===== src/hdl/tpw_pkg.sv =====
// Purpose: shared constants for the triple 11-bit pwm block
// Assumes: byte-wide register port, 25 MHz system clock
// Notes:   offsets are register indices on the plain port
package tpw_pkg;
  localparam int          DATA_W       = 8;
  localparam int          ADDR_W       = 4;
  localparam int          BOUND_W      = 10;   // counter bound width
  localparam int          DUTY_W       = 11;   // duty bound incl. half step
  localparam int          NCHAN        = 3;
  // register offsets
  localparam logic [3:0]  OFS_DUTY_HI0 = 4'h0;
  localparam logic [3:0]  OFS_DUTY_LO0 = 4'h1;
  localparam logic [3:0]  OFS_DUTY_HI1 = 4'h2;
  localparam logic [3:0]  OFS_DUTY_LO1 = 4'h3;
  localparam logic [3:0]  OFS_DUTY_HI2 = 4'h4;
  localparam logic [3:0]  OFS_DUTY_LO2 = 4'h5;
  localparam logic [3:0]  OFS_BOUND_HI = 4'h6;
  localparam logic [3:0]  OFS_BOUND_LO = 4'h7;
  localparam logic [3:0]  OFS_CLK_CTRL = 4'h8;
  localparam logic [3:0]  OFS_OUT_CTL0 = 4'h9;
  localparam logic [3:0]  OFS_OUT_CTL1 = 4'ha;
  localparam logic [3:0]  OFS_OUT_CTL2 = 4'hb;
  localparam logic [3:0]  OFS_STATUS   = 4'hc;
  // clock control fields
  localparam int          CLK_EN_BIT   = 7;
  localparam int          PRE_LSB      = 4;    // prescale field [6:4]
  localparam int          SRC_BIT      = 0;    // 1 = internal fast osc
  // output control fields
  localparam int          OC_EN_BIT    = 7;
  localparam int          OC_INV_BIT   = 6;
  localparam int          OC_XOR_BIT   = 5;    // chan0 only: xor with chan1
  localparam int          OC_OR_BIT    = 4;    // chan0 only: or with chan1
  localparam int          OC_PIN_LSB   = 0;    // pin select [1:0]
  // pin vector positions
  localparam int          PIN_PA0 = 0;
  localparam int          PIN_PA3 = 1;
  localparam int          PIN_PA4 = 2;
  localparam int          PIN_PA5 = 3;
  localparam int          PIN_PB2 = 4;
  localparam int          PIN_PB3 = 5;
  localparam int          PIN_PB4 = 6;
  localparam int          PIN_PB5 = 7;
  localparam int          PIN_PB6 = 8;
  localparam int          PIN_PB7 = 9;
  localparam int          NPIN    = 10;
  localparam logic [7:0]  RST_BYTE = 8'h00;
  localparam logic [7:0]  UNMAPPED = 8'h00;
endpackage : tpw_pkg


===== src/hdl/tpw_tick_if.sv =====
// Purpose: carries the shared count tick and period state between modules
// Assumes: single clock domain
// Notes:   driven by the time base, read by the channel comparators
`timescale 1ns/1ps
interface tpw_tick_if;
  logic                           tick;        // one-cycle count enable
  logic                           wrap;        // tick that starts a new period
  logic [tpw_pkg::BOUND_W-1:0]    count;       // shared up-counter
  modport base (output tick, output wrap, output count);
  modport chan (input tick, input wrap, input count);
endinterface : tpw_tick_if


===== src/hdl/tpw_base.sv =====
// Purpose: shared prescaler and up-counter for all three channels
// Assumes: fast oscillator arrives as an already synchronised enable
// Notes:   bound is shadowed and taken at wrap or while stopped
`timescale 1ns/1ps
module tpw_base (
  input  wire logic                        clock_i,
  input  wire logic                        nrst_i,
  input  wire logic                        run_i,     // enabled and source running: not halted, or osc on
  input  wire logic                        src_i,     // 1 = fast oscillator
  input  wire logic                        osc_en_i,  // fast oscillator pulse
  input  wire logic [2:0]                  pre_i,     // divide by 2**pre
  input  wire logic [tpw_pkg::BOUND_W-1:0] bound_i,   // shadowed bound
  tpw_tick_if.base                         tb
);
  logic [6:0] pre_reg;                                // prescale counter
  logic       src_tick;
  logic       pre_hit;
  logic [6:0] pre_mask;

  // system clock ticks every cycle, oscillator on its own pulses
  assign src_tick = src_i ? osc_en_i : 1'b1;
  assign pre_mask = 7'((8'h01 << pre_i) - 8'h01);
  assign pre_hit  = (pre_reg & pre_mask) == pre_mask;

  // prescaler counts selected source pulses
  always_ff @(posedge clock_i or negedge nrst_i) begin
    if (!nrst_i) begin
      pre_reg <= 7'h00;
    end else if (!run_i) begin
      pre_reg <= 7'h00;
    end else if (src_tick) begin
      pre_reg <= pre_hit ? 7'h00 : pre_reg + 7'h01;
    end
  end

  assign tb.tick = run_i && src_tick && pre_hit;
  assign tb.wrap = tb.tick && (tb.count >= bound_i);

  // shared up-counter, one for all three channels so edges line up
  always_ff @(posedge clock_i or negedge nrst_i) begin
    if (!nrst_i) begin
      tb.count <= '0;
    end else if (tb.wrap) begin
      tb.count <= '0;
    end else if (tb.tick) begin
      tb.count <= tb.count + 1'b1;
    end
  end
endmodule : tpw_base


===== src/hdl/tpw_chan.sv =====
// Purpose: one duty comparator with half-step resolution
// Assumes: counter ticks at prescaled rate; system clock is faster
// Notes:   half step realised by holding high for half a tick period
`timescale 1ns/1ps
module tpw_chan (
  input  wire logic                        clock_i,
  input  wire logic                        nrst_i,
  input  wire logic [tpw_pkg::DUTY_W-1:0]  duty_i,    // shadowed duty bound
  input  wire logic                        half_ph_i, // second half of tick
  tpw_tick_if.chan                         tb,
  output logic                             pwm_o
);
  logic [tpw_pkg::BOUND_W-1:0] upper;
  logic                        hs;
  assign upper = duty_i[tpw_pkg::DUTY_W-1:1];
  assign hs    = duty_i[0];

  // high from period start for upper+hs/2+1/2 count steps
  always_comb begin
    if (tb.count < upper) begin
      pwm_o = 1'b1;
    end else if (tb.count == upper) begin
      // half step fills the second half of the last tick, no further tick
      pwm_o = hs ? 1'b1 : !half_ph_i;
    end else begin
      pwm_o = 1'b0;
    end
  end
endmodule : tpw_chan


===== src/hdl/tpw_top.sv =====
// Purpose: three 11-bit pwm generators on one shared time base
// Assumes: byte register port, read data one cycle after read strobe
// Notes:   bound and duty values are shadowed into the next period
//
// Decided for this implementation: the address map and the strobed register port.
`timescale 1ns/1ps
module tpw_top #(
  parameter bit GATE_OPT = 1'b0                       // comparator gating build option
) (
  input  wire logic                       clock_i,
  input  wire logic                       nrst_i,
  input  wire logic [tpw_pkg::ADDR_W-1:0] addr_i,
  input  wire logic [tpw_pkg::DATA_W-1:0] wdata_i,
  input  wire logic                       wr_i,
  input  wire logic                       rd_i,
  output logic      [tpw_pkg::DATA_W-1:0] rdata_o,
  input  wire logic                       osc_i,      // fast oscillator level
  input  wire logic                       osc_on_i,   // fast oscillator running
  input  wire logic                       halt_i,     // cpu halted power save
  input  wire logic                       cmp_i,      // comparator result
  output logic      [tpw_pkg::NPIN-1:0]   pin_o,      // pin drive values
  output logic      [tpw_pkg::NPIN-1:0]   pin_oe_o    // pin drive enables
);
  localparam int NC = tpw_pkg::NCHAN;

  // software registers
  logic [7:0] duty_hi_reg [NC];
  logic [7:0] duty_lo_reg [NC];
  logic [7:0] out_ctl_reg [NC];
  logic [7:0] bound_hi_reg;
  logic [7:0] bound_lo_reg;
  logic [7:0] clk_ctl_reg;
  // shadow copies live for the running period
  logic [tpw_pkg::DUTY_W-1:0]  duty_sh_reg [NC];
  logic [tpw_pkg::BOUND_W-1:0] bound_sh_reg;
  // oscillator and comparator synchronisers
  logic [2:0] osc_sync_reg;
  logic [2:0] osc_on_sync_reg;
  logic [2:0] cmp_sync_reg;
  logic       osc_lvl_reg;
  logic       osc_on_reg;
  logic       cmp_reg;
  logic       osc_pulse;
  logic       half_ph_reg;                            // second half of a tick
  logic [7:0] tick_half_cnt_reg;                      // cycles inside a tick
  logic [7:0] tick_len_reg;                           // last tick length
  logic       run;
  logic [NC-1:0] raw;
  logic [NC-1:0] chan_out;
  logic [tpw_pkg::NPIN-1:0] pin_next;
  logic [tpw_pkg::NPIN-1:0] oe_next;
  logic [7:0] rdata_next;

  tpw_tick_if tb ();

  // three-stage sync, change counted once last two agree
  always_ff @(posedge clock_i or negedge nrst_i) begin
    if (!nrst_i) begin
      osc_sync_reg    <= 3'h0;
      osc_on_sync_reg <= 3'h0;
      cmp_sync_reg    <= 3'h0;
      osc_lvl_reg     <= 1'b0;
      osc_on_reg      <= 1'b0;
      cmp_reg         <= 1'b0;
    end else begin
      osc_sync_reg    <= {osc_sync_reg[1:0], osc_i};
      osc_on_sync_reg <= {osc_on_sync_reg[1:0], osc_on_i};
      cmp_sync_reg    <= {cmp_sync_reg[1:0], cmp_i};
      if (osc_sync_reg[1] == osc_sync_reg[2]) begin
        osc_lvl_reg <= osc_sync_reg[2];
      end
      if (osc_on_sync_reg[1] == osc_on_sync_reg[2]) begin
        osc_on_reg <= osc_on_sync_reg[2];
      end
      if (cmp_sync_reg[1] == cmp_sync_reg[2]) begin
        cmp_reg <= cmp_sync_reg[2];
      end
    end
  end

  // rising edge of the settled oscillator level
  assign osc_pulse = (osc_sync_reg[1] == osc_sync_reg[2]) && osc_sync_reg[2] && !osc_lvl_reg;

  // halted: system clock source stops; oscillator source needs osc on
  assign run = clk_ctl_reg[tpw_pkg::CLK_EN_BIT] &&
               (clk_ctl_reg[tpw_pkg::SRC_BIT] ? osc_on_reg : !halt_i);

  tpw_base u_base (
    .clock_i  (clock_i),
    .nrst_i   (nrst_i),
    .run_i    (run),
    .src_i    (clk_ctl_reg[tpw_pkg::SRC_BIT]),
    .osc_en_i (osc_pulse),
    .pre_i    (clk_ctl_reg[tpw_pkg::PRE_LSB +: 3]),
    .bound_i  (bound_sh_reg),
    .tb       (tb.base)
  );

  // measure tick length so the half step lands mid-tick
  always_ff @(posedge clock_i or negedge nrst_i) begin
    if (!nrst_i) begin
      tick_half_cnt_reg <= 8'h00;
      tick_len_reg      <= 8'h00;
      half_ph_reg       <= 1'b0;
    end else if (tb.tick) begin
      tick_half_cnt_reg <= 8'h00;
      tick_len_reg      <= tick_half_cnt_reg;
      half_ph_reg       <= 1'b0;
    end else begin
      if (tick_half_cnt_reg != 8'hff) begin
        tick_half_cnt_reg <= tick_half_cnt_reg + 8'h01;
      end
      if (tick_half_cnt_reg >= {1'b0, tick_len_reg[7:1]}) begin
        half_ph_reg <= 1'b1;
      end
    end
  end

  // shadow load at period start keeps pulses whole
  always_ff @(posedge clock_i or negedge nrst_i) begin
    if (!nrst_i) begin
      bound_sh_reg <= '0;
    end else if (tb.wrap || !run) begin
      bound_sh_reg <= {bound_hi_reg, bound_lo_reg[7:6]};
    end
  end

  // per channel duty shadow and comparator
  for (genvar c = 0; c < NC; c++) begin : g_chan
    always_ff @(posedge clock_i or negedge nrst_i) begin
      if (!nrst_i) begin
        duty_sh_reg[c] <= '0;
      end else if (tb.wrap || !run) begin
        duty_sh_reg[c] <= {duty_hi_reg[c], duty_lo_reg[c][7:5]};
      end
    end
    tpw_chan u_chan (
      .clock_i   (clock_i),
      .nrst_i    (nrst_i),
      .duty_i    (duty_sh_reg[c]),
      .half_ph_i (half_ph_reg),
      .tb        (tb.chan),
      .pwm_o     (raw[c])
    );
  end

  // combining and inversion; chan0 may mix in chan1
  always_comb begin
    logic c0;
    c0 = raw[0];
    if (out_ctl_reg[0][tpw_pkg::OC_XOR_BIT]) begin
      c0 = raw[0] ^ raw[1];
    end else if (out_ctl_reg[0][tpw_pkg::OC_OR_BIT]) begin
      c0 = raw[0] | raw[1];
    end
    chan_out[0] = c0 ^ out_ctl_reg[0][tpw_pkg::OC_INV_BIT];
    chan_out[1] = raw[1] ^ out_ctl_reg[1][tpw_pkg::OC_INV_BIT];
    chan_out[2] = raw[2] ^ out_ctl_reg[2][tpw_pkg::OC_INV_BIT];
    if (GATE_OPT && cmp_reg) begin
      chan_out = '0;
    end
    // no hold logic while stopped: the frozen counter and the saturated
    // half-tick phase keep every level steady once that phase has set
  end

  // pin routing; each channel has its own allowed pin list
  always_comb begin
    logic [1:0] s0;
    logic [1:0] s1;
    logic [1:0] s2;
    s0 = out_ctl_reg[0][tpw_pkg::OC_PIN_LSB +: 2];
    s1 = out_ctl_reg[1][tpw_pkg::OC_PIN_LSB +: 2];
    s2 = out_ctl_reg[2][tpw_pkg::OC_PIN_LSB +: 2];
    pin_next = '0;
    oe_next  = '0;
    if (out_ctl_reg[0][tpw_pkg::OC_EN_BIT]) begin
      unique case (s0)
        2'h0:    begin oe_next[tpw_pkg::PIN_PA0] = 1'b1; pin_next[tpw_pkg::PIN_PA0] = chan_out[0]; end
        2'h1:    begin oe_next[tpw_pkg::PIN_PB4] = 1'b1; pin_next[tpw_pkg::PIN_PB4] = chan_out[0]; end
        2'h2:    begin oe_next[tpw_pkg::PIN_PB5] = 1'b1; pin_next[tpw_pkg::PIN_PB5] = chan_out[0]; end
        default: ;                                    // no pin
      endcase
    end
    if (out_ctl_reg[1][tpw_pkg::OC_EN_BIT]) begin
      unique case (s1)
        2'h0:    begin oe_next[tpw_pkg::PIN_PA4] = 1'b1; pin_next[tpw_pkg::PIN_PA4] = chan_out[1]; end
        2'h1:    begin oe_next[tpw_pkg::PIN_PB6] = 1'b1; pin_next[tpw_pkg::PIN_PB6] = chan_out[1]; end
        2'h2:    begin oe_next[tpw_pkg::PIN_PB7] = 1'b1; pin_next[tpw_pkg::PIN_PB7] = chan_out[1]; end
        default: ;                                    // no pin
      endcase
    end
    if (out_ctl_reg[2][tpw_pkg::OC_EN_BIT]) begin
      unique case (s2)
        2'h0: begin oe_next[tpw_pkg::PIN_PA3] = 1'b1; pin_next[tpw_pkg::PIN_PA3] = chan_out[2]; end
        2'h1: begin oe_next[tpw_pkg::PIN_PB2] = 1'b1; pin_next[tpw_pkg::PIN_PB2] = chan_out[2]; end
        2'h2: begin oe_next[tpw_pkg::PIN_PB3] = 1'b1; pin_next[tpw_pkg::PIN_PB3] = chan_out[2]; end
        2'h3: begin oe_next[tpw_pkg::PIN_PA5] = 1'b1; pin_next[tpw_pkg::PIN_PA5] = chan_out[2]; end
      endcase
    end
  end

  // pins straight from flops
  always_ff @(posedge clock_i or negedge nrst_i) begin
    if (!nrst_i) begin
      pin_o    <= '0;
      pin_oe_o <= '0;
    end else begin
      pin_o    <= pin_next;
      pin_oe_o <= oe_next;
    end
  end

  // register writes
  always_ff @(posedge clock_i or negedge nrst_i) begin
    if (!nrst_i) begin
      for (int i = 0; i < NC; i++) begin
        duty_hi_reg[i] <= tpw_pkg::RST_BYTE;
        duty_lo_reg[i] <= tpw_pkg::RST_BYTE;
        out_ctl_reg[i] <= tpw_pkg::RST_BYTE;
      end
      bound_hi_reg <= tpw_pkg::RST_BYTE;
      bound_lo_reg <= tpw_pkg::RST_BYTE;
      clk_ctl_reg  <= tpw_pkg::RST_BYTE;
    end else if (wr_i) begin
      unique case (addr_i)
        tpw_pkg::OFS_DUTY_HI0: duty_hi_reg[0] <= wdata_i;
        tpw_pkg::OFS_DUTY_LO0: duty_lo_reg[0] <= wdata_i & 8'he0;
        tpw_pkg::OFS_DUTY_HI1: duty_hi_reg[1] <= wdata_i;
        tpw_pkg::OFS_DUTY_LO1: duty_lo_reg[1] <= wdata_i & 8'he0;
        tpw_pkg::OFS_DUTY_HI2: duty_hi_reg[2] <= wdata_i;
        tpw_pkg::OFS_DUTY_LO2: duty_lo_reg[2] <= wdata_i & 8'he0;
        tpw_pkg::OFS_BOUND_HI: bound_hi_reg   <= wdata_i;
        tpw_pkg::OFS_BOUND_LO: bound_lo_reg   <= wdata_i & 8'hc0;
        tpw_pkg::OFS_CLK_CTRL: clk_ctl_reg    <= wdata_i & 8'hf1;
        tpw_pkg::OFS_OUT_CTL0: out_ctl_reg[0] <= wdata_i & 8'hf3;
        tpw_pkg::OFS_OUT_CTL1: out_ctl_reg[1] <= wdata_i & 8'hc3;
        tpw_pkg::OFS_OUT_CTL2: out_ctl_reg[2] <= wdata_i & 8'hc3;
        default: ;                                    // unmapped writes dropped
      endcase
    end
  end

  // read mux; status shows run state and top counter bits
  always_comb begin
    unique case (addr_i)
      tpw_pkg::OFS_DUTY_HI0: rdata_next = duty_hi_reg[0];
      tpw_pkg::OFS_DUTY_LO0: rdata_next = duty_lo_reg[0];
      tpw_pkg::OFS_DUTY_HI1: rdata_next = duty_hi_reg[1];
      tpw_pkg::OFS_DUTY_LO1: rdata_next = duty_lo_reg[1];
      tpw_pkg::OFS_DUTY_HI2: rdata_next = duty_hi_reg[2];
      tpw_pkg::OFS_DUTY_LO2: rdata_next = duty_lo_reg[2];
      tpw_pkg::OFS_BOUND_HI: rdata_next = bound_hi_reg;
      tpw_pkg::OFS_BOUND_LO: rdata_next = bound_lo_reg;
      tpw_pkg::OFS_CLK_CTRL: rdata_next = clk_ctl_reg;
      tpw_pkg::OFS_OUT_CTL0: rdata_next = out_ctl_reg[0];
      tpw_pkg::OFS_OUT_CTL1: rdata_next = out_ctl_reg[1];
      tpw_pkg::OFS_OUT_CTL2: rdata_next = out_ctl_reg[2];
      tpw_pkg::OFS_STATUS:   rdata_next = {run, chan_out, 1'b0, tb.count[9:7]};
      default:               rdata_next = tpw_pkg::UNMAPPED;
    endcase
  end

  // read data valid only in the cycle after the strobe
  always_ff @(posedge clock_i or negedge nrst_i) begin
    if (!nrst_i) begin
      rdata_o <= '0;
    end else begin
      rdata_o <= rd_i ? rdata_next : '0;
    end
  end
endmodule : tpw_top


===== config.mk =====
export PLATFORM = sky130hd
export DESIGN_NAME = tpw_top
export DESIGN_NICKNAME = d
export VERILOG_FILES = /design/src/hdl/tpw_pkg.sv /design/src/hdl/tpw_tick_if.sv /design/src/hdl/tpw_base.sv /design/src/hdl/tpw_chan.sv /design/src/hdl/tpw_top.sv
export SDC_FILE = /design/constraint.sdc
export NUM_CORES = 1
export LEC_CHECK = 0
export BUFFER_PORTS_ARGS = -buffer_cell sky130_fd_sc_hd__buf_4
export CORE_AREA = 10 10 253 134
export CTS_CLUSTER_DIAMETER = 120
export DETAILED_ROUTE_END_ITERATION = 6
export DIE_AREA = 0 0 263 144
export SLEW_MARGIN = 30
export SYNTH_ARGS = -nofsm -noshare
export SYNTH_HDL_FRONTEND = slang
export SYNTH_SLANG_ARGS = --single-unit

===== constraint.sdc =====
create_clock -name clock_i -period 3.7 [get_ports clock_i]
set_input_delay 0.185 -clock clock_i [delete_from_list [all_inputs] [get_ports clock_i]]
set_output_delay 0.185 -clock clock_i [all_outputs]
set_load 0.03 [all_outputs]

==> key figures <==
Setup path
  – Crit path top cell by count: ha_1
  – CP cell instances: ha_1 > nand4_1 > o211ai_1 > o311ai_0 > inv_1 > ha_1 > nor2b_1 > nor3_1 > a21oi_1 > o32ai_1
  – Worst Setup End Kind: flop
  – Startpoint types: flop
  – Worst Path Required: 3.99 ns
  – Crit path arrival time: 3.39 ns
  – Max stage delay on crit path: 0.62 ns
  – Maximum fanout along the worst path: 8
  – CP max stage cell: o311ai_0
  – Crit Path Class: reg2reg

Clock network
  – Clk root buf: clkbuf_16
  – H-tree depth: 4
  – Longest Clk Path Bufs: 2
  – Post_cts resized: 0
  – CTS tree: yes
  – Clock insertion delay at the later pin of the skew report: 0.44 ns
  – CTS Hold Bufs: 5
  – Clock sink count: 174
  – TritonCTS buffer count: 17
  – Worst-path clk slew: 0.07 ns
  – Post-CTS Setup Bufs: 0

Run
  – Maxcap violations: 0

STA
  – Fin Setup TNS: 0 ns
  – Setup repair after global routing missed its margin: no
  – Worst slew pin tran: 0.860 ns
  – Top achievable clock speed: 323 MHz
  – Clock skew: 0.0107 ns
  – Setup ws final: 0.602 ns
  – Slew Limit Fails: 0
  – Final-report hold violation count: 0
  – Final setup fails: 0
  – Final period util: 83.7%
  – Period minus WS final: 3.10 ns
  – Max-slew headroom: 42.7%

Yosys
  – Ys flop type: dfrtp_1
  – Cell variety after synth: 65
  – FF+latch count, synth: 174
  – Share of the synthesized area in the top cell type: 49.9%
  – Post-synth EDFFs: 0
  – Synth async-reset ratio: 100%
  – Area contributors post-synth: dfrtp_1 (50%), mux2_2 (13%), ha_1 (7.6%)
  – Yosys warning count: 0
  – Cells after Synth: 760
  – Post-synthesis area per instance: 11.5 um^2
  – Syn_nets: 833
  – Netlist Area Pre-Place: 0.00872 mm^2
  – Yosys top cell by area: dfrtp_1
  – Cell with the most instances after synthesis: dfrtp_1
  – Sequential share of the synthesized area: 49.9%
  – Most frequent cells after synthesis: dfrtp_1 (174), mux2_2 (100), inv_1 (58)

Placement
  – # port buffers: 46
  – Post-DP HPWL: 17,400 um
  – Post-DP Area: 0.00954 mm^2
  – RePlAce Congestion: 0.870
  – Dpl ws: 0.632 ns

Routing
  – DRC: 0
  – Avg Vias per Cell: 4.94
  – WL final: 23,500 um
  – DR iter-0 viols: 619
  – DR pass1 iterations: 5
  – Detailed-route via count: 6,065
  – Drt wl/cell: 19.2 um
  – Antenna-violating nets left: 0

Floorplan
  – Die Footprint: 0.0379 mm^2
  – Site Rows: 45
  – Die Y: 144 um
  – Initial Util: 29.3%
  – # IOs: 48
  – Die X: 263 um
  – Core area: 0.0297 mm^2

GRT
  – Largest net degree at the start of global routing: 102
  – Remaining Overflow, GRT: 0
  – Total GRT Usage: 12.7%
  – Initial antenna violation count: 0
  – Vias in the first global route: 5,985
  – First-pass GRT wire length: 36,700 um

Status
  – Status: completed

Power
  – Power per cell area: 597 mW/mm^2
  – Leak: 4.62 nW
  – Peak VDD IR: 0.000301 V

Layout
  – Max reg flops: 33
  – Share of cells above drive strength 1: 23.6%
  – Nets: 889
  – Finished Cell Area: 0.0102 mm^2
  – Diode count: 0
  – Syn-to-layout area delta: 16.7%

Hold path
  – Hold/Removal Path Class: in2reg
-- metal layers --
layer | track usage [%] | vias up | wire [um]
met4 | 2.62 | 0 | 154
met3 | 4.39 | 16 | 1910
met1 | 20.2 | 3021 | 12900
li1 | - | 2844 | -
met2 | 15.2 | 184 | 8520
met5 | 0 | - | 0
-- worst max-delay path: cells and delay by family, from the launching register on --
family / cells / cell delay, ns
buffers and inverters: 1 / 0.10
DFF: 1 / 0.58
adders and majority gates: 2 / 0.65
AOI/OAI and AO/OA: 4 / 1.19
and+or+nand+nor: 3 / 0.43
-- cell families (layout without fill, tap and decap cells) --
family,Yosys count,count (layout),share of synthesized area (%)
fa+ha+maj,55,55,7.85
compound gates,134,134,10.5
flops,174,174,49.9
simple gates,187,187,11.5
mux,119,119,15.5
xor+xnor,9,9,0.904
buf+inv,82,151,3.87
-- layout make-up --
class,instances,area (um^2)
inverter,58,218
sequential,174,4350
fill,2964,19500
timing repair buffer,61,489
tap,399,499
clock inverter,10,114
clock buffer,22,464
multi-input combinational,504,4040
-- per-stage QoR --
step	power, W	util, %	std cells	hold WS, ns
6_report	0.00608	34.2	1228	0.0624
5_1_grt	0.00647	34.2	1228	0.0499
4_1_cts	0.00611	34.2	1228	0.0343
3_5_place_dp	0.00429	32.1	1191	0.296
3_3_place_gp	0.00423	32.1	1191	0.296
2_1_floorplan	0.00373	-	760	-0.111
-- cells in the final DEF (no fill, tap or decap), types with 10 or more instances in the layout --
cell type and instances:
nor3b_1 10, ha_1 53, a21oi_1 26, nand3_1 21, nor2b_1 17, mux2_1 10, nand2b_1 17, nand4_1 11
and3_1 15, mux2_2 100, dfrtp_1 174, buf_4 54, nor2_1 34, nand2_1 38, inv_1 58, o21ai_0 37
clkbuf_16 17
-- final timing paths --
kind	start	endpoint	slack (ns)	cells past startpoint
worst max register to register	u_base.tb.count[7]	rdata_o[4]	0.60	10
worst min-delay path	wdata_i[4]	clk_ctl_reg[4]	0.06	3
min in group asynchronous	nrst_i	duty_hi_reg[11]	0.38	2
max in group asynchronous	nrst_i	osc_on_sync_reg[2]	2.28	3
worst min register to register	osc_sync_reg[0]	osc_sync_reg[1]	0.35	0
worst max-delay path	u_base.tb.count[7]	rdata_o[4]	0.60	10
-- report_power, final --
| group | internal (W) | switching (W) |
|---|---|---|
| clock | 0.00103 | 0.000773 |
| combinational | 0.000719 | 0.000832 |
| sequential | 0.00234 | 0.000390 |
Note: power is estimated with default switching activity, not from simulation.
